[src/hdl/ilt_pkg.sv]
package ilt_pkg;
  // clock and time base
  localparam int CLK_PERIOD_NS = 10;
  localparam int TICK_US = 1000;
  localparam int TICK_CYCLES = TICK_US * 1000 / CLK_PERIOD_NS;
  // illumination times, in their printed units
  localparam int T_DOOR_S = 300;
  localparam int T_UNLOCK_S = 30;
  localparam int T_KEY_S = 15;
  localparam int T_CLOSE_S = 15;
  localparam int DOOR_TICKS = T_DOOR_S * 1000000 / TICK_US;
  localparam int UNLOCK_TICKS = T_UNLOCK_S * 1000000 / TICK_US;
  localparam int KEY_TICKS = T_KEY_S * 1000000 / TICK_US;
  localparam int CLOSE_TICKS = T_CLOSE_S * 1000000 / TICK_US;
  // switch filtering
  localparam int DEBOUNCE_MS = 20;
  localparam int DEB_TICKS = DEBOUNCE_MS * 1000 / TICK_US;
  // brightness, fade and pwm
  localparam logic [6:0] BRIGHT_OFF = 7'h00;
  localparam logic [6:0] BRIGHT_FULL = 7'h64;
  localparam logic [6:0] BRIGHT_DIM = 7'h3C;
  localparam int FADE_MS = 1000;
  localparam int FADE_STEP_TICKS = FADE_MS * 1000 / TICK_US / 100;
  localparam int PWM_STEP_NS = 100;
  localparam int PWM_DIV = PWM_STEP_NS / CLK_PERIOD_NS;
  localparam logic [6:0] PWM_STEPS = 7'h64;
  // register map, byte addresses
  localparam logic [3:0] REG_CTRL = 4'h0;
  localparam logic [3:0] REG_STATUS = 4'h4;
  localparam logic [3:0] REG_REMAIN = 4'h8;
  localparam int CTRL_EN_BIT = 0;
  localparam logic [31:0] CTRL_RESET = 32'h0000_0001;
  localparam int ST_STATE_LSB = 0;
  localparam int ST_LEVEL_LSB = 4;
  localparam int ST_DOOR_BIT = 12;
  localparam int ST_SEL_BIT = 13;
  localparam int ST_IGN_BIT = 14;
  localparam int ST_KEY_BIT = 15;
  localparam int ST_UNL_BIT = 16;

  typedef enum {
    S_IDLE, S_DOOR, S_UNLOCK, S_KEY, S_CLOSE, S_REARM, S_TIMED_OUT
  } ilt_state_t;

  typedef struct packed {
    logic ign;
    logic key;
    logic unl;
    logic sel;
    logic door;
  } ilt_sw_t;
endpackage : ilt_pkg

[src/hdl/ilt_debounce.sv]
`timescale 1ns/1ps
module ilt_debounce import ilt_pkg::*; #(
  parameter int W = 8,
  parameter int STABLE_TICKS = DEB_TICKS
) (
  // clock and reset
  input wire logic clk,
  input wire logic rst,
  // sampling
  input wire logic tick,
  input wire logic [W-1:0] raw,
  output logic [W-1:0] stable
);
  localparam int CW = $clog2(STABLE_TICKS + 1);
  logic [W-1:0] stable_ff;
  logic [W-1:0] nxt_stable;
  logic [CW-1:0] cnt_ff [W];
  logic [CW-1:0] nxt_cnt [W];

  if (W < 1 || STABLE_TICKS < 1) begin : g_chk
    $error("ilt_debounce: bad parameters");
  end

  // a change must persist for the whole window before it is believed
  always_comb begin
    for (int i = 0; i < W; i++) begin
      nxt_stable[i] = stable_ff[i];
      nxt_cnt[i] = cnt_ff[i];
      if (raw[i] == stable_ff[i]) begin
        nxt_cnt[i] = '0;
      end else if (tick) begin
        if (cnt_ff[i] == CW'(STABLE_TICKS - 1)) begin
          nxt_stable[i] = raw[i];
          nxt_cnt[i] = '0;
        end else begin
          nxt_cnt[i] = cnt_ff[i] + CW'(1);
        end
      end
    end
  end

  always_ff @(posedge clk) begin
    if (rst) begin
      stable_ff <= '0;
      for (int i = 0; i < W; i++) cnt_ff[i] <= '0;
    end else begin
      stable_ff <= nxt_stable;
      for (int i = 0; i < W; i++) cnt_ff[i] <= nxt_cnt[i];
    end
  end

  assign stable = stable_ff;
endmodule : ilt_debounce

[src/hdl/ilt_dimmer.sv]
`timescale 1ns/1ps
module ilt_dimmer import ilt_pkg::*; #(
  parameter int DIV = PWM_DIV,
  parameter int FADE_TICKS = FADE_STEP_TICKS
) (
  // clock and reset
  input wire logic clk,
  input wire logic rst,
  // control
  input wire logic tick,
  input wire logic [6:0] target,
  // lamp drive
  output logic [6:0] level,
  output logic pwm
);
  localparam int DW = $clog2(DIV + 1);
  localparam int FW = $clog2(FADE_TICKS + 1);
  logic [6:0] level_ff, nxt_level;
  logic [6:0] phase_ff, nxt_phase;
  logic [DW-1:0] div_ff, nxt_div;
  logic [FW-1:0] fade_ff, nxt_fade;
  logic pwm_ff, nxt_pwm;

  if (DIV < 1 || FADE_TICKS < 1) begin : g_chk
    $error("ilt_dimmer: bad parameters");
  end

  always_comb begin
    nxt_level = level_ff;
    nxt_fade = fade_ff;
    nxt_div = div_ff + DW'(1);
    nxt_phase = phase_ff;
    // rising brightness is immediate; falling is a slow fade
    if (target >= level_ff) begin
      nxt_level = target;
      nxt_fade = '0;
    end else if (tick) begin
      if (fade_ff == FW'(FADE_TICKS - 1)) begin
        nxt_fade = '0;
        nxt_level = level_ff - 7'h01;
      end else begin
        nxt_fade = fade_ff + FW'(1);
      end
    end
    if (div_ff == DW'(DIV - 1)) begin
      nxt_div = '0;
      nxt_phase = (phase_ff == PWM_STEPS - 7'h01) ? 7'h00 : phase_ff + 7'h01;
    end
    nxt_pwm = (phase_ff < level_ff);
  end

  always_ff @(posedge clk) begin
    if (rst) begin
      level_ff <= 7'h00;
      phase_ff <= 7'h00;
      div_ff <= '0;
      fade_ff <= '0;
      pwm_ff <= 1'b0;
    end else begin
      level_ff <= nxt_level;
      phase_ff <= nxt_phase;
      div_ff <= nxt_div;
      fade_ff <= nxt_fade;
      pwm_ff <= nxt_pwm;
    end
  end

  assign level = level_ff;
  assign pwm = pwm_ff;
endmodule : ilt_dimmer

[src/hdl/ilt_top.sv]
`timescale 1ns/1ps
//Contract
//- automatic timing only with selector at door
//- door opens, ignition off: full, five minutes
//- door mode ends when doors close or timeout
//- unlock, key out, doors closed: full, thirty seconds
//- ignition, door open, relock or timeout cancel
//- key removed, doors closed: full, fifteen seconds
//- doors close while unlocked: dimmed, fifteen seconds
//- after timeout relight on reopen or ignition
module ilt_top import ilt_pkg::*; #(
  parameter int NUM_DOORS = 4,
  parameter int TICK_DIV = TICK_CYCLES,
  parameter int DOOR_T = DOOR_TICKS,
  parameter int UNLOCK_T = UNLOCK_TICKS,
  parameter int KEY_T = KEY_TICKS,
  parameter int CLOSE_T = CLOSE_TICKS,
  parameter int TW = 20
) (
  // clock and reset
  input wire logic clk,
  input wire logic rst,
  // avalon-mm slave
  input wire logic [3:0] avs_address,
  input wire logic avs_read,
  input wire logic avs_write,
  input wire logic [31:0] avs_writedata,
  input wire logic [3:0] avs_byteenable,
  output logic [31:0] avs_readdata,
  output logic avs_waitrequest,
  // switches
  input wire logic ignition_run_feed,
  input wire logic key_in_lock,
  input wire logic lock_link_unlock,
  input wire logic lamp_sel_door,
  input wire logic [NUM_DOORS-1:0] door_sw,
  // lamp driver
  output logic lamp_pwm,
  output logic [6:0] lamp_level
);
  localparam int SW_W = 4 + NUM_DOORS;
  localparam int PW = $clog2(TICK_DIV + 1);

  if (NUM_DOORS < 1 || TICK_DIV < 1 || DOOR_T < 1 || UNLOCK_T < 1 || KEY_T < 1 || CLOSE_T < 1
      || DOOR_T >= 2 ** TW || UNLOCK_T >= 2 ** TW || KEY_T >= 2 ** TW || CLOSE_T >= 2 ** TW)
      begin : g_chk
    $error("ilt_top: bad parameters");
  end

  function automatic logic [TW-1:0] dur_of(input ilt_state_t s);
    case (s)
      S_DOOR: dur_of = TW'(DOOR_T);
      S_UNLOCK: dur_of = TW'(UNLOCK_T);
      S_KEY, S_REARM: dur_of = TW'(KEY_T);
      S_CLOSE: dur_of = TW'(CLOSE_T);
      default: dur_of = '0;
    endcase
  endfunction : dur_of

  function automatic logic [6:0] bright_of(input ilt_state_t s);
    case (s)
      S_DOOR, S_UNLOCK, S_KEY, S_REARM: bright_of = BRIGHT_FULL;
      S_CLOSE: bright_of = BRIGHT_DIM;
      default: bright_of = BRIGHT_OFF;
    endcase
  endfunction : bright_of

  // millisecond time base
  logic [PW-1:0] pre_ff, nxt_pre;
  logic tick_ff, nxt_tick;

  always_comb begin
    nxt_tick = 1'b0;
    nxt_pre = pre_ff + PW'(1);
    if (pre_ff == PW'(TICK_DIV - 1)) begin
      nxt_pre = '0;
      nxt_tick = 1'b1;
    end
  end

  always_ff @(posedge clk) begin
    if (rst) begin
      pre_ff <= '0;
      tick_ff <= 1'b0;
    end else begin
      pre_ff <= nxt_pre;
      tick_ff <= nxt_tick;
    end
  end

  // switch filtering
  logic [SW_W-1:0] sw_clean;
  ilt_debounce #(.W(SW_W), .STABLE_TICKS(DEB_TICKS)) u_deb (
    .clk(clk),
    .rst(rst),
    .tick(tick_ff),
    .raw({ignition_run_feed, key_in_lock, lock_link_unlock, lamp_sel_door, door_sw}),
    .stable(sw_clean)
  );

  ilt_sw_t sw, sw_prev_ff;
  logic ignition_on_state;
  assign sw.ign = sw_clean[SW_W-1];
  assign sw.key = sw_clean[SW_W-2];
  assign sw.unl = sw_clean[SW_W-3];
  assign sw.sel = sw_clean[SW_W-4];
  assign sw.door = |sw_clean[NUM_DOORS-1:0];
  assign ignition_on_state = sw.ign;

  // registers
  logic [31:0] ctrl_ff, nxt_ctrl;
  logic [31:0] rdata_ff, nxt_rdata;
  logic wait_ff, nxt_wait;

  // state machine
  ilt_state_t state_ff, nxt_state;
  logic [TW-1:0] timer_ff, nxt_timer;
  logic trig_door, trig_unlock, trig_key, trig_close, cancel, expired, auto_on;

  always_comb begin
    auto_on = sw.sel && ctrl_ff[CTRL_EN_BIT];
    expired = (timer_ff == '0);
    // triggers are transitions qualified by a mix of the previous and the current switch picture
    trig_door = !ignition_on_state && !sw_prev_ff.door && sw.door;
    trig_unlock = !sw_prev_ff.key && !sw_prev_ff.door && !sw_prev_ff.unl && sw.unl;
    trig_key = sw_prev_ff.key && !sw.key && !sw_prev_ff.door && !sw.door;
    trig_close = !ignition_on_state && sw_prev_ff.door && !sw.door && sw.unl;
    cancel = ignition_on_state || (!sw_prev_ff.door && sw.door)
             || (sw_prev_ff.unl && !sw.unl);
    nxt_state = state_ff;
    nxt_timer = (tick_ff && !expired) ? timer_ff - TW'(1) : timer_ff;
    case (state_ff)
      S_IDLE, S_DOOR, S_UNLOCK, S_KEY, S_CLOSE: begin
        // door opening outranks the others; any new trigger restarts the time
        if (trig_door) nxt_state = S_DOOR;
        else if (trig_close) nxt_state = S_CLOSE;
        else if (trig_unlock) nxt_state = S_UNLOCK;
        else if (trig_key) nxt_state = S_KEY;
        else if (state_ff == S_DOOR && !sw.door) nxt_state = S_IDLE;
        else if (state_ff != S_IDLE && state_ff != S_DOOR && cancel) nxt_state = S_IDLE;
        else if (state_ff != S_IDLE && expired) nxt_state = S_TIMED_OUT;
        if (trig_door || trig_close || trig_unlock || trig_key) begin
          nxt_timer = dur_of(nxt_state);
        end
      end
      S_TIMED_OUT: begin
        // stays dark until a fresh reopen or ignition on
        if (!sw_prev_ff.door && sw.door) begin
          nxt_state = S_DOOR;
          nxt_timer = dur_of(S_DOOR);
        end else if (!sw_prev_ff.ign && sw.ign) begin
          nxt_state = S_REARM;
          nxt_timer = dur_of(S_REARM);
        end
      end
      S_REARM: begin
        if (!sw.ign) nxt_state = S_IDLE;
        else if (expired) nxt_state = S_TIMED_OUT;
      end
      default: nxt_state = S_IDLE;
    endcase
    if (!auto_on) begin
      nxt_state = S_IDLE;
      nxt_timer = '0;
    end
  end

  always_ff @(posedge clk) begin
    if (rst) begin
      state_ff <= S_IDLE;
      timer_ff <= '0;
      sw_prev_ff <= '0;
    end else begin
      state_ff <= nxt_state;
      timer_ff <= nxt_timer;
      sw_prev_ff <= sw;
    end
  end

  // lamp drive; off target fades out rather than cutting
  ilt_dimmer #(.DIV(PWM_DIV), .FADE_TICKS(FADE_STEP_TICKS)) u_dim (
    .clk(clk),
    .rst(rst),
    .tick(tick_ff),
    .target(bright_of(state_ff)),
    .level(lamp_level),
    .pwm(lamp_pwm)
  );

  // bus slave: one wait cycle, then the access completes
  logic [31:0] status_word;
  always_comb begin
    status_word = '0;
    status_word[ST_STATE_LSB +: 3] = 3'(state_ff);
    status_word[ST_LEVEL_LSB +: 7] = lamp_level;
    status_word[ST_DOOR_BIT] = sw.door;
    status_word[ST_SEL_BIT] = sw.sel;
    status_word[ST_IGN_BIT] = sw.ign;
    status_word[ST_KEY_BIT] = sw.key;
    status_word[ST_UNL_BIT] = sw.unl;
    nxt_wait = !((avs_read || avs_write) && wait_ff);
    nxt_rdata = rdata_ff;
    if (avs_read && wait_ff) begin
      case (avs_address)
        REG_CTRL: nxt_rdata = ctrl_ff;
        REG_STATUS: nxt_rdata = status_word;
        REG_REMAIN: nxt_rdata = 32'(timer_ff);
        default: nxt_rdata = 32'h0000_0000;
      endcase
    end
    nxt_ctrl = ctrl_ff;
    if (avs_write && !wait_ff && avs_address == REG_CTRL) begin
      for (int b = 0; b < 4; b++) begin
        if (avs_byteenable[b]) nxt_ctrl[8*b +: 8] = avs_writedata[8*b +: 8];
      end
      nxt_ctrl[31:1] = '0;
    end
  end

  always_ff @(posedge clk) begin
    if (rst) begin
      ctrl_ff <= CTRL_RESET;
      rdata_ff <= '0;
      wait_ff <= 1'b1;
    end else begin
      ctrl_ff <= nxt_ctrl;
      rdata_ff <= nxt_rdata;
      wait_ff <= nxt_wait;
    end
  end

  assign avs_readdata = rdata_ff;
  assign avs_waitrequest = wait_ff;
endmodule : ilt_top

[config.mk]
export PLATFORM = sky130hd
export DESIGN_NAME = ilt_top
export DESIGN_NICKNAME = d
export VERILOG_FILES = /design/src/hdl/ilt_pkg.sv /design/src/hdl/ilt_debounce.sv /design/src/hdl/ilt_dimmer.sv /design/src/hdl/ilt_top.sv
export SDC_FILE = /design/constraint.sdc
export NUM_CORES = 1
export LEC_CHECK = 0
export BUFFER_PORTS_ARGS = -buffer_cell sky130_fd_sc_hd__clkbuf_2
export CAP_MARGIN = 40
export CORE_ASPECT_RATIO = 1.25
export CORE_UTILIZATION = 36
export DETAILED_ROUTE_END_ITERATION = 12
export SETUP_SLACK_MARGIN = 0.4
export SLEW_MARGIN = 20
export SYNTH_ARGS = -nofsm -noshare
export SYNTH_HDL_FRONTEND = slang
export SYNTH_SLANG_ARGS = --single-unit
[constraint.sdc]
create_clock -name clk -period 4.15 [get_ports clk]
set_input_delay 0.2075 -clock clk [delete_from_list [all_inputs] [get_ports clk]]
set_output_delay 0.2075 -clock clk [all_outputs]
set_load 0.005 [all_outputs]
==> metrics.cfg, run 1 <==
[run_status]
outcome=complete, no violations

[setup_path]
crit_path_top_delay_cell=nor3_4
path_max_fanout=9
cp_common_cell=o21a_1
crit_arrival_ns=3.80
cp_top_family=simple AND/OR/NAND/NOR gates
critical_path_class=reg -> reg
crit_chain=nor4_1 > nand4_1 > nor3_4 > nand2_1 > nor3_1 > buf_4 > nor2_1 > inv_1 > ha_1 > o21a_1 > o21a_1 > o21a_1 > o21ai_0 > a21oi_1 > nand2b_1 > a211oi_1
critPathLaunchType=flip-flop
cpPeakStageDelay_ns=0.37
end_kind=flip-flop
required_ns=4.49
critPathBufInv=2

[grt]
grt_pass1_wl_um=29000
grt_max_degree=43
grt_pass1_vias=5980
grt_overflow=0
antenna_found_initial=0
track_usage=0.162

[job]
maxCapViolCount=0

[synth]
ys_ff_latch=167
synth-async-reset-ratio=0
netlist_area_um2=7860
synth_cells=900
yosys_warnings=0
syn_area_per_cell_um2=8.73
ys_seq_area_frac=0.425
synth_ff_type=dfxtp_1
synth_edf_count=0
synth.distinct_cells=71

[layout]
n_antenna_cell=0
design_area_um2=9040
synthToLayoutAreaGrowth_pct=15.0
nets=1043
mostFrequentLayoutCell=dfxtp_1
final_cell_mix=166 x dfxtp_1, 135 x nor2_1, 68 x nand2_1, 60 x a21oi_1
drive_gt1_frac=0.124

[cts]
cts_setup_buffers=0
cts_num_sinks=167
h-tree-depth=4
clkTransAtPathRegs_ns=0.07
insertion_delay_ns=0.43
cts_buffer_depth=2
cts_tree=yes
cts-root-buf=clkbuf_16
cts-buffers-inserted=17

[place]
portBuffers=46
dpl.hpwl_um=12300
gp_congestion=0.869
placed_area_um2=8340

[power_and_ir_drop]
max-vdd-ir-drop_v=0.000240
p_leak_nw=3.38
p_per_area_nw_per_um2=390

[sta]
fin_crit_sh=0.834
period_needed_ns=3.46
final-hold-violation-count=0
fin_skew_ns=0.00732
timing.fmax_mhz=289
final_max_slew_viol_count=0
rsz0062_at_grt=false
tns_ns=0
finalSetupViolations=0
tightest_slew_ns=0.815
slew_headroom=0.456

[routing]
vias=6211
wirelength_um=17200
drc_errors=0
wire_per_inst_um=13.7
drt-initial-drc-count=261
postRouteAntennaNets=0
drt_first_pass_iters=5
viasPerCell=4.94

[die]
io_pins=93
die-width_um=134
die_area_um2=22400
core_area_um2=21500
die_h_um=167
initial_utilization=0.366
rows=60

[worst_hold_path]
hold_class=in -> reg

==> area by class of cell <==
| type | count | area (um2) |
|---|---|---|
| clock buffers | 19 | 453 |
| clock inverters | 13 | 171 |
| fillers | 2166 | 12400 |
| inverters | 22 | 82.6 |
| multi-input cells | 699 | 4290 |
| flip-flops and latches | 167 | 3340 |
| well taps | 279 | 349 |
| repair buffers | 58 | 343 |
==> cell usage after synthesis, drive strengths merged, types with 15 or more instances <==
master | number | area share
inv | 22 | 0.011
xor2 | 46 | 0.051
a22oi | 16 | 0.015
clkbuf | 25 | 0.012
o21ai | 33 | 0.021
a21oi | 61 | 0.039
nor2 | 135 | 0.064
nor4 | 17 | 0.019
nor2b | 20 | 0.016
nor3 | 15 | 0.010
nand2 | 68 | 0.032
dfxtp | 167 | 0.43
buf | 27 | 0.025
xnor2 | 33 | 0.037
ha | 26 | 0.041
nand3 | 31 | 0.020
==> what timing repair did <==
| action | 4_1_cts | 5_1_grt |
|---|---|---|
| resized for setup | 0 | 1 |
| hold buffers | 3 | 0 |
| hold endpoints to repair | 2 | 0 |
| setup endpoints to repair | 0 | 5 |
==> flip-flops by register name (all words and copies together) (netlist names) <==
name / flops
u_deb.cnt_ff: 40
state_ff: 32
avs_readdata: 20
timer_ff: 20
pre_ff: 17
u_deb.stable: 8
u_dim.level: 7
u_dim.phase_ff: 7
sw_prev_ff: 4
u_dim.div_ff: 4
u_dim.fade_ff: 4
avs_waitrequest: 1
ctrl_ff: 1
tick_ff: 1
u_dim.pwm: 1
==> routing by layer <==
metal	up-vias	track usage	part of all wire
met3	25	0.0363	0.036
met2	112	0.274	0.49
met4	0	0.0596	0.019
met1	2890	0.200	0.46
li1	3184	-	-
met5	-	0	0
==> worst paths after layout <==
kind | startpoint | endpoint | slack (ns) | depth (start not counted)
setup / recovery | state_ff[11]$_SDFFE_PP0P_ | u_dim.level[1]$_SDFFE_PP0P_ | 0.69 | 16
hold / removal | door_sw[1] | u_deb.stable[1]$_SDFFE_PP0P_ | 0.02 | 3
setup reg to reg | state_ff[11]$_SDFFE_PP0P_ | u_dim.level[1]$_SDFFE_PP0P_ | 0.69 | 16
hold reg to reg | pre_ff[0]$_SDFF_PP0_ | pre_ff[0]$_SDFF_PP0_ | 0.46 | 1
==> tightest hold or removal path, stage by stage <==
cell	delay (ns)
clkbuf_2	0.10
nand2_1	0.05
a21oi_1	0.05
==> power breakdown <==
part / switching (W) / leakage, nW / internal, W / total, W
clock network: 0.000677 / 0.294 / 0.000986 / 0.00166
registers: 0.0000226 / 1.36 / 0.00164 / 0.00166
logic: 0.000118 / 1.73 / 0.0000878 / 0.000206
==> logic make-up after synthesis <==
family / share of synthesized area
adder cells (fa/ha/maj): 0.0414
AND/OR/NAND/NOR: 0.251
multiplexers: 0.0188
AO/OA/AOI/OAI: 0.127
buffers and inverters: 0.0479
flip-flops: 0.425
XOR/XNOR: 0.0881
other: 0.000477
==> through the flow <==
step | utilization | total power (W) | std cells | hold slack [ns] | setup slack [ns]
3_3_place_gp | 0.388 | 0.00190 | 1219 | 0.432 | 0.640
5_1_grt | 0.421 | 0.00366 | 1257 | 0.0193 | 0.391
4_1_cts | 0.419 | 0.00357 | 1254 | 0.00770 | 0.566
2_1_floorplan | - | 0.00184 | 940 | 0.323 | 1.04
3_5_place_dp | 0.388 | 0.00190 | 1219 | 0.436 | 0.625
6_report | 0.421 | 0.00353 | 1257 | 0.0242 | 0.689
Note: power is estimated with default switching activity, not from simulation.
==> run 2: changes to the inputs <==
ABC_AREA = 1   (was default)
clock period = 3.25 ns   (was 4.15 ns; I/O delays follow)
==> run 2 against run 1 <==
Against the previous run:
- die area up 5.4%
- sequential cell count unchanged
- core utilization up 0.59 points
- final cell count up 23%
- power up 21%
- maximum frequency up 28%
- hold slack worse by 0.011 ns
- global-route usage up 0.43 points
- routed wire length up 10%
- register-to-register slack worse by 0.15 ns
- final area up 6.0%
- largest power group unchanged
==> metrics.cfg, run 2 <==
[run_status]
outcome=complete, no violations  ; unchanged

[setup_path]
critical_path_class=reg -> reg  ; unchanged
reg2reg_to=u_dim.level[2]$_SDFFE_PP0P_  ; was u_dim.level[1]$_SDFFE_PP0P_
path_max_fanout=10  ; was 9
critPathLaunchType=flip-flop  ; unchanged
crit_path_top_delay_cell=dfxtp_1  ; was nor3_4
setup.worst_path.start=state_ff[20]$_SDFFE_PP0P_  ; was state_ff[11]$_SDFFE_PP0P_
r2r_cells=19  ; was 16
cp_common_cell=inv_1  ; was o21a_1
crit_arrival_ns=3.08  ; was 3.80 ns
required_ns=3.62  ; was 4.49 ns
cpPeakStageDelay_ns=0.31  ; was 0.37 ns
end_kind=flip-flop  ; unchanged
crit_chain=nor2_1 > nand2_1 > nor2_2 > nand2_2 > nor2_2 > inv_1 > nor4_2 > inv_1 > nand3_1 > ha_1 > nand2_1 > nor2_1 > o2111ai_1 > nand3_2 > inv_4 > nand2_4 > o21ai_0 > o221ai_1 > inv_1  ; was nor4_1 > nand4_1 > nor3_4 > nand2_1 > nor3_1 > buf_4 > nor2_1 > inv_1 > ha_1 > o21a_1 > o21a_1 > o21a_1 > o21ai_0 > a21oi_1 > nand2b_1 > a211oi_1
r2r_slack_ns=0.54  ; was 0.69 ns
r2r-start=state_ff[20]$_SDFFE_PP0P_  ; was state_ff[11]$_SDFFE_PP0P_

[sta]
fin_crit_sh=0.833  ; was 0.834
slew_headroom=0.523  ; was 0.456
finalSetupViolations=0  ; unchanged
timing.fmax_mhz=369  ; was 289 MHz
final_max_slew_viol_count=0  ; unchanged
rsz0062_at_grt=true  ; was false
period_needed_ns=2.71  ; was 3.46 ns
final-hold-violation-count=0  ; unchanged
fin_skew_ns=0.0126  ; was 0.00732 ns
tightest_slew_ns=0.716  ; was 0.815 ns
tns_ns=0  ; unchanged

[power_and_ir_drop]
max-vdd-ir-drop_v=0.000263  ; was 0.000240 V
p_leak_nw=4.17  ; was 3.38 nW
p_per_area_nw_per_um2=447  ; was 390 nW/um2

[die]
die-width_um=138  ; was 134 um
core_area_um2=22400  ; was 21500 um2
rows=61  ; was 60
die_area_um2=23600  ; was 22400 um2
io_pins=93  ; unchanged
die_h_um=172  ; was 167 um
initial_utilization=0.369  ; was 0.366

[routing]
vias=7424  ; was 6211
wire_per_inst_um=12.3  ; was 13.7 um
wirelength_um=18900  ; was 17200 um
postRouteAntennaNets=0  ; unchanged
drc_errors=0  ; unchanged
drt_first_pass_iters=4  ; was 5
drt-initial-drc-count=338  ; was 261
viasPerCell=4.81  ; was 4.94

[synth]
synth.distinct_cells=40  ; was 71
ys_seq_area_frac=0.403  ; was 0.425
synthTopCellsByCount=237 x nand2_1, 167 x dfxtp_1, 151 x nor2_1  ; was 167 x dfxtp_1, 135 x nor2_1, 68 x nand2_1
synth_top_area_cell=dfxtp_1  ; unchanged
synthTopCellsByArea=dfxtp_1 40%, nand2_1 11%, nor2_1 6.8%  ; was dfxtp_1 43%, nor2_1 6.4%, xor2_1 5.1%
synth_edf_count=0  ; unchanged
synth_ff_type=dfxtp_1  ; unchanged
syn_area_per_cell_um2=7.05  ; was 8.73 um2
yosysMostFrequentCell=nand2_1  ; was dfxtp_1
synth_cells=1175  ; was 900
ys_ff_latch=167  ; unchanged
netlist_area_um2=8290  ; was 7860 um2
synth_top_area_share=0.403  ; was 0.425
yosys_warnings=0  ; unchanged
synth-async-reset-ratio=0  ; unchanged

[cts]
cts-root-buf=clkbuf_16  ; unchanged
cts-buffers-inserted=17  ; unchanged
cts_buffer_depth=2  ; unchanged
h-tree-depth=4  ; unchanged
insertion_delay_ns=0.43  ; about the same
cts_num_sinks=167  ; unchanged
clkTransAtPathRegs_ns=0.07  ; about the same
cts_tree=yes  ; unchanged

[grt]
antenna_found_initial=0  ; unchanged
grt_overflow=0  ; unchanged
grt_pass1_vias=6947  ; was 5980
grt_pass1_wl_um=31200  ; was 29000 um
grt_max_degree=32  ; was 43
track_usage=0.166  ; was 0.162

[job]
maxCapViolCount=0  ; unchanged

[layout]
drive_gt1_frac=0.103  ; was 0.124
mostFrequentLayoutCell=nand2_1  ; was dfxtp_1
reg_top3=u_deb.cnt_ff: 40 flops, state_ff: 32 flops  ; unchanged
n_antenna_cell=0  ; unchanged
largest_reg_flops=40  ; unchanged
regMostFlops=u_deb.cnt_ff  ; unchanged
fillers=2304  ; was 2166
nets=1327  ; was 1043
synthToLayoutAreaGrowth_pct=15.5  ; was 15.0%
finalNonFillerCells=1544  ; was 1257
final_cell_mix=235 x nand2_1, 167 x dfxtp_1, 148 x inv_1, 145 x nor2_1, 98 x a21oi_1  ; was 166 x dfxtp_1, 135 x nor2_1, 68 x nand2_1, 60 x a21oi_1

[place]
portBuffers=46  ; unchanged
gp_congestion=0.870  ; was 0.869
dpl.hpwl_um=14000  ; was 12300 um
dp_cells=1509  ; was 1219

[worst_hold_path]
hold_class=in -> reg  ; unchanged
min_delay_worst_endpoint=ctrl_ff[0]$_SDFFE_PP1P_  ; was u_deb.stable[1]$_SDFFE_PP0P_
holdPathStages=3  ; unchanged
hp-start=avs_writedata[0]  ; was door_sw[1]

run 2: cell types whose count changed after synthesis, moves of 12 or more:
cell	change
nor2_1	+16
a22oi_1	-16
inv_1	+127
a21oi_1	+38
nand2_1	+169
nor3_1	+33
nor2b_1	-20
nand2b_1	-12
xnor2_1	-28
nand3_1	+39
run 2: where the power goes:
group | internal (W) | switching, W
combinational | 0.0000368 | 0.0000779
clock | 0.00120 | 0.000864
sequential | 0.00208 | 0.0000189
run 2: cell type report:
cell class | instances | area (um2) | share of cell area
Multi-Input combinational cell | 854 | 4380 | 0.458
Clock buffer | 20 | 467 | 0.0487
Timing Repair Buffer | 58 | 325 | 0.0340
Inverter | 151 | 569 | 0.0594
Clock inverter | 11 | 135 | 0.0141
Tap cell | 283 | 354 | 0.0370
Sequential cell | 167 | 3340 | 0.349
run 2: per-stage QoR:
| step | hold WS (ns) | power [W] | util | worst slack [ns] | cell area, um2 |
|---|---|---|---|---|---|
| 6_report | 0.0133 | 0.00428 | 0.427 | 0.541 | 9580 |
| 5_1_grt | 0.0417 | 0.00443 | 0.427 | 0.254 | 9580 |
| 4_1_cts | 0.00576 | 0.00433 | 0.422 | 0.403 | 9470 |
| 3_5_place_dp | 0.390 | 0.00226 | 0.394 | 0.245 | 8840 |
| 3_3_place_gp | 0.382 | 0.00225 | 0.394 | 0.272 | 8840 |
| 2_1_floorplan | 0.278 | 0.00222 | - | 0.725 | 8440 |
run 2: what timing repair did:
| item | CTS | global route |
|---|---|---|
| hold buffers | 2 | 0 |
| pin swaps | 0 | 5 |
| setup endpoints to repair | 6 | 28 |
| hold endpoints to repair | 1 | 0 |
| buffers inserted | 0 | 2 |
| resized for setup | 4 | 22 |
run 2: how the worst max path moves through the flow:
stage                     depth (start not counted)                           to
final                                            19  u_dim.level[2]$_SDFFE_PP0P_
after global routing                             19  u_dim.level[2]$_SDFFE_PP0P_
after CTS                                        19  u_dim.level[2]$_SDFFE_PP0P_
after detailed placement                         18  u_dim.level[3]$_SDFFE_PP0P_
after global placement                           18  u_dim.level[5]$_SDFFE_PP0P_
after floorplan                                  18  u_dim.level[2]$_SDFFE_PP0P_
run 2: cell families after synthesis:
| family | count (synthesis) | share of synthesized area |
|---|---|---|
| and+or+nand+nor | 566 | 0.296 |
| adders and majority gates | 26 | 0.0392 |
| buffers and inverters | 194 | 0.0981 |
| xor gates and xnor gates | 42 | 0.0444 |
| DFF | 167 | 0.403 |
| other | 1 | 0.000452 |
| AOI/OAI and AO/OA | 179 | 0.119 |
run 2: metal layers:
layer | up-vias | GRT usage | part of all wire
met4 | 0 | 0.0718 | 0.023
met2 | 115 | 0.299 | 0.50
met1 | 3365 | 0.188 | 0.44
li1 | 3915 | - | -
met3 | 29 | 0.0333 | 0.037
met5 | - | 0 | 0
run 2: worst max-delay path, delay by kind of cell, from the launching register on:
kind                       cells  cell delay [ns]
AOI/OAI and AO/OA              3             0.44
adders and majority gates      1             0.25
buffers and inverters          4             0.41
DFF                            1             0.31
and+or+nand+nor               11             1.24
